$ cat src/hdl/gpab_map.svh
// register indices, field positions and reset values of the port A/B block
`ifndef GPAB_MAP_SVH
`define GPAB_MAP_SVH

// register indices; byte address is four times the index
`define GPAB_IDX_W 3
`define GPAB_IDX_A_DATA 3'h0
`define GPAB_IDX_B_DATA 3'h1
`define GPAB_IDX_A_DIR 3'h2
`define GPAB_IDX_B_DIR 3'h3
`define GPAB_IDX_A_PU 3'h4
`define GPAB_IDX_LEVELS 3'h5
`define GPAB_IDX_JOINS 3'h6

// low address bits that must be zero for a word access
`define GPAB_ALIGN_W 2
`define GPAB_ALIGN_OK 2'h0

// byte lane that carries every writable register
`define GPAB_LANE 0

// field positions inside the read-only words
`define GPAB_LEVELS_A_LSB 0
`define GPAB_LEVELS_B_LSB 8
`define GPAB_JOINS_KEY_LSB 0
`define GPAB_JOINS_ADC_LSB 8

// reset values, one bit replicated over the port width
`define GPAB_DIR_RST 1'b0
`define GPAB_PU_RST 1'b0
`define GPAB_PIN_RST 1'b0

// width limits the register layout can carry
`define GPAB_MAX_PORT_W 8
`define GPAB_MAX_ADCH_W 8

`endif

$ cat src/hdl/gpab_pkg.sv
// shared types of the port A/B block
package gpab_pkg;

    // one APB request as seen by the slave
    typedef struct packed {
        logic sel;
        logic enable;
        logic write;
        logic [31:0] addr;
        logic [31:0] wdata;
        logic [3:0] strb;
    } gpab_apb_req_t;

    // one APB answer
    typedef struct packed {
        logic ready;
        logic slverr;
        logic [31:0] rdata;
    } gpab_apb_rsp_t;

endpackage : gpab_pkg

$ cat src/hdl/gpab_top.sv
// port A and port B pin control with an APB register slave
//
// Our own choice: the APB slave port.
`timescale 1ns/1ps
`default_nettype none
`include "gpab_map.svh"

// Notes on behaviour
// - both ports: eight pins, latch and direction
// - port A direction 1 drives, 0 input
// - port B direction 1 drives, 0 input
// - reset clears port A direction bits
// - reset keeps both data latches
// - data read returns latch for output pins
// - data read returns pin level for inputs
// - data writes update the latch only when the lane 0 strobe (PSTRB[0]) is set
// - input pin write touches only the latch
// - pullup on when enabled and input
// - output direction forces pullup off
// - key enable routes port A pin to keys
// - selected analog channel overrides port B pin
// - unselected port B pins stay digital
// - reset clears port B direction bits
module gpab_top #(
    parameter int PORT_W = 8,
    parameter int ADDR_W = 5,
    parameter int ADCH_W = 5
) (
    input wire logic CLOCK, // system clock
    input wire logic RST_N, // synchronous reset, active low
    input wire logic CE, // clock enable, freezes all state
    input wire logic PSEL, // apb select
    input wire logic PENABLE, // apb access phase
    input wire logic PWRITE, // apb direction
    input wire logic [ADDR_W-1:0] PADDR, // apb byte address
    input wire logic [31:0] PWDATA, // apb write data
    input wire logic [3:0] PSTRB, // apb byte strobes
    output logic [31:0] PRDATA, // apb read data
    output logic PREADY, // apb ready
    output logic PSLVERR, // apb error
    input wire logic [PORT_W-1:0] PA_PIN_IN, // port A pin levels
    output logic [PORT_W-1:0] PA_PIN_OUT, // port A drive levels
    output logic [PORT_W-1:0] PA_PIN_OE, // port A driver enables
    output logic [PORT_W-1:0] PA_PULLUP_ON, // port A pullup enables
    input wire logic [PORT_W-1:0] PB_PIN_IN, // port B pin levels
    output logic [PORT_W-1:0] PB_PIN_OUT, // port B drive levels
    output logic [PORT_W-1:0] PB_PIN_OE, // port B driver enables
    output logic [PORT_W-1:0] PB_ANALOG_ON, // port B pins given to converter
    input wire logic [PORT_W-1:0] KEY_IRQ_ENABLES, // key interrupt enables
    input wire logic [ADCH_W-1:0] ANALOG_CHANNEL_SELECT, // converter channel
    output logic [PORT_W-1:0] KEY_INPUTS // gated port A levels to key unit
);

    typedef struct packed {
        logic [PORT_W-1:0] a_latch;
        logic [PORT_W-1:0] b_latch;
        logic [PORT_W-1:0] a_dir;
        logic [PORT_W-1:0] b_dir;
        logic [PORT_W-1:0] a_pu;
        logic [PORT_W-1:0] analog;
        logic [PORT_W-1:0] keys;
        gpab_pkg::gpab_apb_rsp_t rsp;
    } gpab_top_state_t;

    gpab_top_state_t state_reg;
    gpab_top_state_t state_next;
    gpab_pkg::gpab_apb_req_t req;

    logic [PORT_W-1:0] a_level;
    logic [PORT_W-1:0] b_level;
    logic [PORT_W-1:0] a_rd;
    logic [PORT_W-1:0] b_rd;
    logic [`GPAB_IDX_W-1:0] idx;
    logic aligned;
    logic access;
    logic first_access;
    logic commit;

    generate
        if (PORT_W < 1 || PORT_W > `GPAB_MAX_PORT_W) begin : g_bad_port
            $error("gpab_top: PORT_W out of range");
        end
        if (ADCH_W < 1 || ADCH_W > `GPAB_MAX_ADCH_W) begin : g_bad_adch
            $error("gpab_top: ADCH_W out of range");
        end
        if (ADDR_W < `GPAB_IDX_W + `GPAB_ALIGN_W || ADDR_W > 32) begin : g_bad_addr
            $error("gpab_top: ADDR_W too small for the register map");
        end
    endgenerate

    // index of a register that exists
    function automatic logic is_mapped(input logic [`GPAB_IDX_W-1:0] i);
        case (i)
            `GPAB_IDX_A_DATA, `GPAB_IDX_B_DATA, `GPAB_IDX_A_DIR, `GPAB_IDX_B_DIR,
            `GPAB_IDX_A_PU, `GPAB_IDX_LEVELS, `GPAB_IDX_JOINS: is_mapped = 1'b1;
            default: is_mapped = 1'b0;
        endcase
    endfunction : is_mapped

    // one-hot pin mask of the converter channel, empty when beyond the port
    function automatic logic [PORT_W-1:0] channel_mask(input logic [ADCH_W-1:0] sel);
        logic [PORT_W-1:0] m;
        m = '0;
        for (int k = 0; k < PORT_W; k++) begin
            if (32'(sel) == k) begin
                m[k] = 1'b1;
            end
        end
        channel_mask = m;
    endfunction : channel_mask

    // place a port-wide field into a word
    function automatic logic [31:0] field(input logic [PORT_W-1:0] v, input int lsb);
        field = 32'(v) << lsb;
    endfunction : field

    always_comb begin
        req.sel = PSEL;
        req.enable = PENABLE;
        req.write = PWRITE;
        req.addr = 32'(PADDR);
        req.wdata = PWDATA;
        req.strb = PSTRB;
    end

    assign idx = req.addr[`GPAB_ALIGN_W +: `GPAB_IDX_W];
    assign aligned = (req.addr[`GPAB_ALIGN_W-1:0] == `GPAB_ALIGN_OK)
        && ((req.addr >> (`GPAB_ALIGN_W + `GPAB_IDX_W)) == 32'h0000_0000);
    assign access = req.sel & req.enable;
    // first access cycle prepares the answer, ready follows one edge later
    assign first_access = access & ~state_reg.rsp.ready;
    // writes land on the edge where ready is sampled high
    assign commit = access & state_reg.rsp.ready & req.write & aligned & is_mapped(idx)
        & req.strb[`GPAB_LANE];

    always_comb begin
        state_next = state_reg;
        state_next.rsp.ready = first_access;
        state_next.rsp.slverr = first_access & ~(aligned & is_mapped(idx));
        if (first_access) begin
            state_next.rsp.rdata = 32'h0000_0000;
            if (aligned && !req.write) begin
                case (idx)
                    `GPAB_IDX_A_DATA: state_next.rsp.rdata = field(a_rd, 0);
                    `GPAB_IDX_B_DATA: state_next.rsp.rdata = field(b_rd, 0);
                    `GPAB_IDX_A_DIR: state_next.rsp.rdata = field(state_reg.a_dir, 0);
                    `GPAB_IDX_B_DIR: state_next.rsp.rdata = field(state_reg.b_dir, 0);
                    `GPAB_IDX_A_PU: state_next.rsp.rdata = field(state_reg.a_pu, 0);
                    `GPAB_IDX_LEVELS: state_next.rsp.rdata = field(a_level, `GPAB_LEVELS_A_LSB)
                        | field(b_level, `GPAB_LEVELS_B_LSB);
                    `GPAB_IDX_JOINS: state_next.rsp.rdata = field(state_reg.keys, `GPAB_JOINS_KEY_LSB)
                        | field(state_reg.analog, `GPAB_JOINS_ADC_LSB);
                    default: state_next.rsp.rdata = 32'h0000_0000;
                endcase
            end
        end
        if (commit) begin
            case (idx)
                `GPAB_IDX_A_DATA: state_next.a_latch = req.wdata[PORT_W-1:0];
                `GPAB_IDX_B_DATA: state_next.b_latch = req.wdata[PORT_W-1:0];
                `GPAB_IDX_A_DIR: state_next.a_dir = req.wdata[PORT_W-1:0];
                `GPAB_IDX_B_DIR: state_next.b_dir = req.wdata[PORT_W-1:0];
                `GPAB_IDX_A_PU: state_next.a_pu = req.wdata[PORT_W-1:0];
                default: state_next.a_latch = state_reg.a_latch;
            endcase
        end
        state_next.analog = channel_mask(ANALOG_CHANNEL_SELECT);
        state_next.keys = KEY_IRQ_ENABLES & a_level;
        if (!RST_N) begin
            state_next.a_dir = {PORT_W{`GPAB_DIR_RST}};
            state_next.b_dir = {PORT_W{`GPAB_DIR_RST}};
            state_next.a_pu = {PORT_W{`GPAB_PU_RST}};
            state_next.analog = {PORT_W{`GPAB_PIN_RST}};
            state_next.keys = {PORT_W{`GPAB_PIN_RST}};
            state_next.rsp = '{ready: 1'b0, slverr: 1'b0, rdata: 32'h0000_0000};
            state_next.a_latch = state_reg.a_latch;
            state_next.b_latch = state_reg.b_latch;
        end
    end

    always_ff @(posedge CLOCK) begin
        if (CE) begin
            state_reg <= state_next;
        end
    end

    gpab_port #(
        .WIDTH(PORT_W)
    ) u_port_a (
        .CLOCK(CLOCK),
        .RST_N(RST_N),
        .CE(CE),
        .pin_in(PA_PIN_IN),
        .latch(state_reg.a_latch),
        .dir(state_reg.a_dir),
        .pu_en(state_reg.a_pu),
        .analog({PORT_W{`GPAB_PIN_RST}}),
        .pin_out(PA_PIN_OUT),
        .pin_oe(PA_PIN_OE),
        .pull_on(PA_PULLUP_ON),
        .level(a_level),
        .rd(a_rd)
    );

    // port B has no pullups
    gpab_port #(
        .WIDTH(PORT_W)
    ) u_port_b (
        .CLOCK(CLOCK),
        .RST_N(RST_N),
        .CE(CE),
        .pin_in(PB_PIN_IN),
        .latch(state_reg.b_latch),
        .dir(state_reg.b_dir),
        .pu_en({PORT_W{`GPAB_PU_RST}}),
        .analog(state_reg.analog),
        .pin_out(PB_PIN_OUT),
        .pin_oe(PB_PIN_OE),
        .pull_on(),
        .level(b_level),
        .rd(b_rd)
    );

    assign PRDATA = state_reg.rsp.rdata;
    assign PREADY = state_reg.rsp.ready;
    assign PSLVERR = state_reg.rsp.slverr;
    assign PB_ANALOG_ON = state_reg.analog;
    assign KEY_INPUTS = state_reg.keys;

endmodule : gpab_top

`default_nettype wire

$ cat src/hdl/gpab_port.sv
// one bidirectional pin port: synchroniser, drivers, pullups and read view
`timescale 1ns/1ps
`default_nettype none
`include "gpab_map.svh"

module gpab_port #(
    parameter int WIDTH = 8
) (
    input wire logic CLOCK, // system clock
    input wire logic RST_N, // synchronous reset
    input wire logic CE, // clock enable
    input wire logic [WIDTH-1:0] pin_in, // raw pin levels
    input wire logic [WIDTH-1:0] latch, // data latch
    input wire logic [WIDTH-1:0] dir, // 1 = output
    input wire logic [WIDTH-1:0] pu_en, // pullup enables
    input wire logic [WIDTH-1:0] analog, // pins taken by the converter
    output logic [WIDTH-1:0] pin_out, // driven level
    output logic [WIDTH-1:0] pin_oe, // driver on
    output logic [WIDTH-1:0] pull_on, // pullup on
    output logic [WIDTH-1:0] level, // synchronised pin level
    output logic [WIDTH-1:0] rd // value a data read returns
);

    typedef struct packed {
        logic [WIDTH-1:0] sync1;
        logic [WIDTH-1:0] level;
        logic [WIDTH-1:0] out;
        logic [WIDTH-1:0] oe;
        logic [WIDTH-1:0] pull;
        logic [WIDTH-1:0] rd;
    } gpab_port_state_t;

    gpab_port_state_t state_reg;
    gpab_port_state_t state_next;

    generate
        if (WIDTH < 1) begin : g_bad_width
            $error("gpab_port: WIDTH must be at least 1");
        end
    endgenerate

    always_comb begin
        state_next = state_reg;
        state_next.sync1 = pin_in;
        state_next.level = state_reg.sync1;
        state_next.out = latch;
        state_next.oe = dir & ~analog;
        state_next.pull = pu_en & ~dir & ~analog;
        state_next.rd = (dir & latch) | (~dir & state_reg.level);
        if (!RST_N) begin
            state_next = '{
                sync1: {WIDTH{`GPAB_PIN_RST}},
                level: {WIDTH{`GPAB_PIN_RST}},
                out: {WIDTH{`GPAB_PIN_RST}},
                oe: {WIDTH{`GPAB_DIR_RST}},
                pull: {WIDTH{`GPAB_PU_RST}},
                rd: {WIDTH{`GPAB_PIN_RST}}
            };
        end
    end

    always_ff @(posedge CLOCK) begin
        if (CE) begin
            state_reg <= state_next;
        end
    end

    assign pin_out = state_reg.out;
    assign pin_oe = state_reg.oe;
    assign pull_on = state_reg.pull;
    assign level = state_reg.level;
    assign rd = state_reg.rd;

endmodule : gpab_port

`default_nettype wire

$ cat config.mk
export PLATFORM = sky130hd
export DESIGN_NAME = gpab_top
export DESIGN_NICKNAME = d
export VERILOG_FILES = /design/src/hdl/gpab_pkg.sv /design/src/hdl/gpab_top.sv /design/src/hdl/gpab_port.sv
export VERILOG_INCLUDE_DIRS = /design/src /design/src/hdl
export SDC_FILE = /design/constraint.sdc
export NUM_CORES = 1
export LEC_CHECK = 0
export ABC_AREA = 1
export BUFFER_PORTS_ARGS = -buffer_cell sky130_fd_sc_hd__buf_4
export CAP_MARGIN = 10
export CORE_MARGIN = 2
export CORE_UTILIZATION = 31
export CTS_BUF_LIST = sky130_fd_sc_hd__clkbuf_16
export DETAILED_ROUTE_END_ITERATION = 10
export MAX_ROUTING_LAYER = met4
export PLACE_DENSITY_LB_ADDON = 0.3
export RECOVER_POWER = 100
export SETUP_SLACK_MARGIN = 0.02
export SLEW_MARGIN = 20
export SYNTH_ARGS = -nofsm -noshare
export SYNTH_HDL_FRONTEND = slang
export SYNTH_SLANG_ARGS = --single-unit
$ cat constraint.sdc
create_clock -name CLOCK -period 2.25 [get_ports CLOCK]
set_clock_uncertainty 0.05 [all_clocks]
set_input_delay 0.225 -clock CLOCK [delete_from_list [all_inputs] [get_ports CLOCK]]
set_output_delay 0.225 -clock CLOCK [all_outputs]
set_load 0.02 [all_outputs]
==> results.txt <==
- Result of the run: finished, final reports clean
- The worst hold path passes through 3 cells.
* I/O pin cnt: 166
- Clock-pin slew was measured on the worst setup and hold paths at 0.06 ns.
* Cell count after synthesis: 714
- Detailed placement ended at an HPWL of 12700 microns.
- The floorplan step defined a die boundary enclosing about 26000 sq um.
- Delay of the slowest cell on the worst path: between 0.4 and 0.5 ns
- Layout Cells excl Fill: 1128
- Iteration-0 DRC Markers: 374
- Multi-input gate area: 1460 sq um
* Flip-flop count of the largest register after layout: 40
- Via count of the first global-routing pass: 4659
- Final worst hold slack: 0.0117 ns
- Mean instance size in the synthesized netlist: about 11 sq um
- Entering global routing, the biggest net connects 96 pins.
- The internal portion of the total power is 5.53 mW.
- The first global-routing pass estimated 26600 microns of wire.
* Count leader, synth: sky130_fd_sc_hd__edfxtp_1
* Count of max-cap constraint violations: 0
- The sequential cells in the finished layout cover a total of 4860 sq um.
- Top cell type by total area after synthesis: sky130_fd_sc_hd__edfxtp_1
* Dominant cell type by count on the critical path: sky130_fd_sc_hd__nor2_1
- Synthesis inferred 162 register bits.
* Number of distinct library cell variants in the gate-level netlist after synthesis: 29
- Net switching is 23.4% of the power.
- Startpoint of the tightest hold check path: PB_PIN_IN[2]
- Once placement completed, the tool counted placed cells totaling roughly 1100.
- Count of nets left with antenna violations after detail routing: 0
* Gr usage total: 14.3%
* Setup slack of the most critical reg-to-reg path: just under 0.5 ns
- Broken down by cell family, the worst path's largest delay share belongs to simple AND/OR/NAND/NOR gates.
* Headroom to the max-slew limit: 8.19%
* Synth cell count leaders: sky130_fd_sc_hd__edfxtp_1 (162), sky130_fd_sc_hd__nand2_1 (128), sky130_fd_sc_hd__inv_1 (123)
* CP startpoint kind: flip-flop
* R2R Path Start: PREADY
- In the final routed layout, each cell accounts on average for between 15 and 20 microns.
- Crit path max fanout: 8
- Share of the clock period used by the worst path after layout: approximately four fifths
- In the final design database the tool counted 866 nets.
* Die Span Y: 161 microns
* Sum Neg Setup Slack: 0 ns
- After detailed routing, the number of remaining DRC violations is 0.
- Part of the total power dissipated in the clock network: 42.6%
- The worst hold path terminates at u_port_b.state_reg[42].
- Total count of hold-check failures in the final report: 0
* Fraction of post-synthesis cell area in the top cell type by area: approximately 64%
- Clock tree from TritonCTS: done
- Counting every sink on the clock net gives ~160.
* Core footprint: 24200 sq um
* Htree depth: 4
- Proportion of register bits with asynchronous set or reset after synthesis: 0%
- Class of the most critical setup path: flip-flop to flip-flop
- The floorplan has 57 rows.
- Across the VDD grid, the largest voltage drop is about 0.47 mV.
- Cells fill a little over a third of the core in the end.
- Worst hold path class: primary input to flip-flop
- Post-Route WL: ~18000 microns
- Based on the critical path, the design can be clocked at up to 566 MHz.
- In this run the static leakage power is about 3.8 nW.
- Counting the fill cells in the layout gives 2487.
- Number of enable-type register cells in the synthesized netlist: around 160
* Buffering stage count on the worst path with inverters included: 1
- The tree is rooted in a sky130_fd_sc_hd__clkbuf_16.
- From left edge to right edge, the die measures ~160 microns.
- Avg Vias per Cell: ~4.2
- Pin slew with the least headroom to its limit: 1.38 ns
- Area growth from synthesis to layout: 15.0%
- Global routing finished with a remaining overflow of 0.
- Cell area after layout: 8740 sq um
- Effective utilization at floorplan: 31.4%
- The pre-antenna-repair detailed-routing pass consisted of 4 iterations.
- Cells resized by post-CTS repair: 0
- Cell types with the largest area share after synthesis: sky130_fd_sc_hd__edfxtp_1 (64%), sky130_fd_sc_hd__buf_4 (9.0%), sky130_fd_sc_hd__nand2_1 (6.3%)
* Sequential share of power: 49.2%
- Critical-path cell with the highest stage delay: sky130_fd_sc_hd__clkbuf_1
* GPL Wtd Cong: between 0.8 and 0.9
- Top_reg_cell synth: sky130_fd_sc_hd__edfxtp_1
- Critical path capture point type: flip-flop
- P per Cell Area: 826 nW/um^2
- The share of total power dissipated in combinational logic is 8.1%.
- Reported net switching power: between 1.5 and 2 mW
- Fraction of final layout cells with drive strength greater than 1: 10.7%
* Total standard cell area after synthesis: between 7000 and 8000 sq um
* Clock latency at the later pin of the worst-skew pair: roughly 0.43 ns
* RSZ-0062 raised after global routing: no
- Placed cell areas: 8250 sq um
- Worst-case clock buffer depth: 2
- CP Data Arrival Time: 1.79 ns
- Cell breakdown of the critical path: nand4_1, nor2_1, nand3_1, nor2_1, clkbuf_1
- Count of yosys warnings during synthesis: 0
- The count of buffers added on input and output ports is 122.
* Max-slew violation total from the final report: 0
- Number of antenna violations at the first check in global routing: 1
- For this run, the register share of the synthesized area comes to between 60 and 70%.
- Buffers inserted during clock tree synthesis total 17.
- Final setup violation count: 0
* Required time worst endpoint: 2.27 ns
* Reg2Reg Depth: 5
- The routed design could run at a clock period as short as 1.77 ns.
- Vias post-DR: 4781
* Critical R2R Capture: state_reg[82]
-- cell families after synthesis --
logic type / after synthesis / share of synthesized area (%)
buffers and inverters: 242 / 17.3
and+or+nand+nor: 265 / 15.3
AOI/OAI and AO/OA: 44 / 3.26
other: 1 / 0.0493
DFF: 162 / 64.0
-- stage by stage --
step                setup slack, ns  power (mW)
floorplan                     0.136        4.04
global placement              0.386        4.24
detailed placement            0.353        4.25
CTS                           0.510        7.37
global route                  0.272        7.49
finish                        0.482        7.22
-- how the worst max path moves through the flow --
stage          slack [ns]   start  cells past startpoint             to
6_report             0.48  PREADY                      5  state_reg[82]
5_1_grt              0.27  PREADY                      5  state_reg[82]
4_1_cts              0.51  PREADY                      4  state_reg[65]
3_5_place_dp         0.35      CE                      5  state_reg[65]
3_3_place_gp         0.39      CE                      5  state_reg[63]
2_1_floorplan        0.14  PREADY                      2      PRDATA[0]
-- cell usage in the layout (no fill, tap or decap), drive strengths merged --
cell         count
o31ai            1
nand2          128
conb            16
edfxtp         162
nand3b           2
o21ai           16
inv            131
clkbuf         111
buf             42
or2              1
o22ai            7
nor3            10
bufinv           4
dlygate4sd3     22
diode            1
a31oi            1
clkinv           5
nor2            68
clkinvlp         1
a21oi           19
nand3           20
nand4           36
-- repair_timing --
item	4_1_cts	5_1_grt
endpoints found under the hold margin	30	0
setup buffers	0	0
hold buffers	22	0
-- power by group through the flow --
stage,Sequential [mW],Clock [mW],Combinational [mW]
finish,3.56,3.08,0.586
global route,3.57,3.27,0.649
CTS,3.56,3.15,0.662
detailed placement,3.62,0,0.628
global placement,3.62,0,0.622
floorplan,3.59,0,0.448
-- worst min-delay path, cell delays in order --
cell and delay (ns):
sky130_fd_sc_hd__buf_4 0.08, sky130_fd_sc_hd__nand2_1 0.04, sky130_fd_sc_hd__inv_1 0.04
-- area by class of cell --
class,count,area share [%]
Timing Repair Buffer,158,10.4
Clock buffer,17,4.87
Antenna cell,1,0.0286
Tap cell,324,4.64
Sequential cell,162,55.7
Multi-Input combinational cell,325,16.7
Inverter,126,5.44
Clock inverter,15,2.31
-- layer usage --
layer / track usage [%] / up-vias / wire (microns)
met5: - / - / 0
met4: 5.00 / 0 / 279
met3: 3.54 / 21 / 950
met2: 21.4 / 142 / 8110
met1: 19.0 / 2229 / 8330
li1: - / 2389 / -
(Power assumes the default switching activity.)
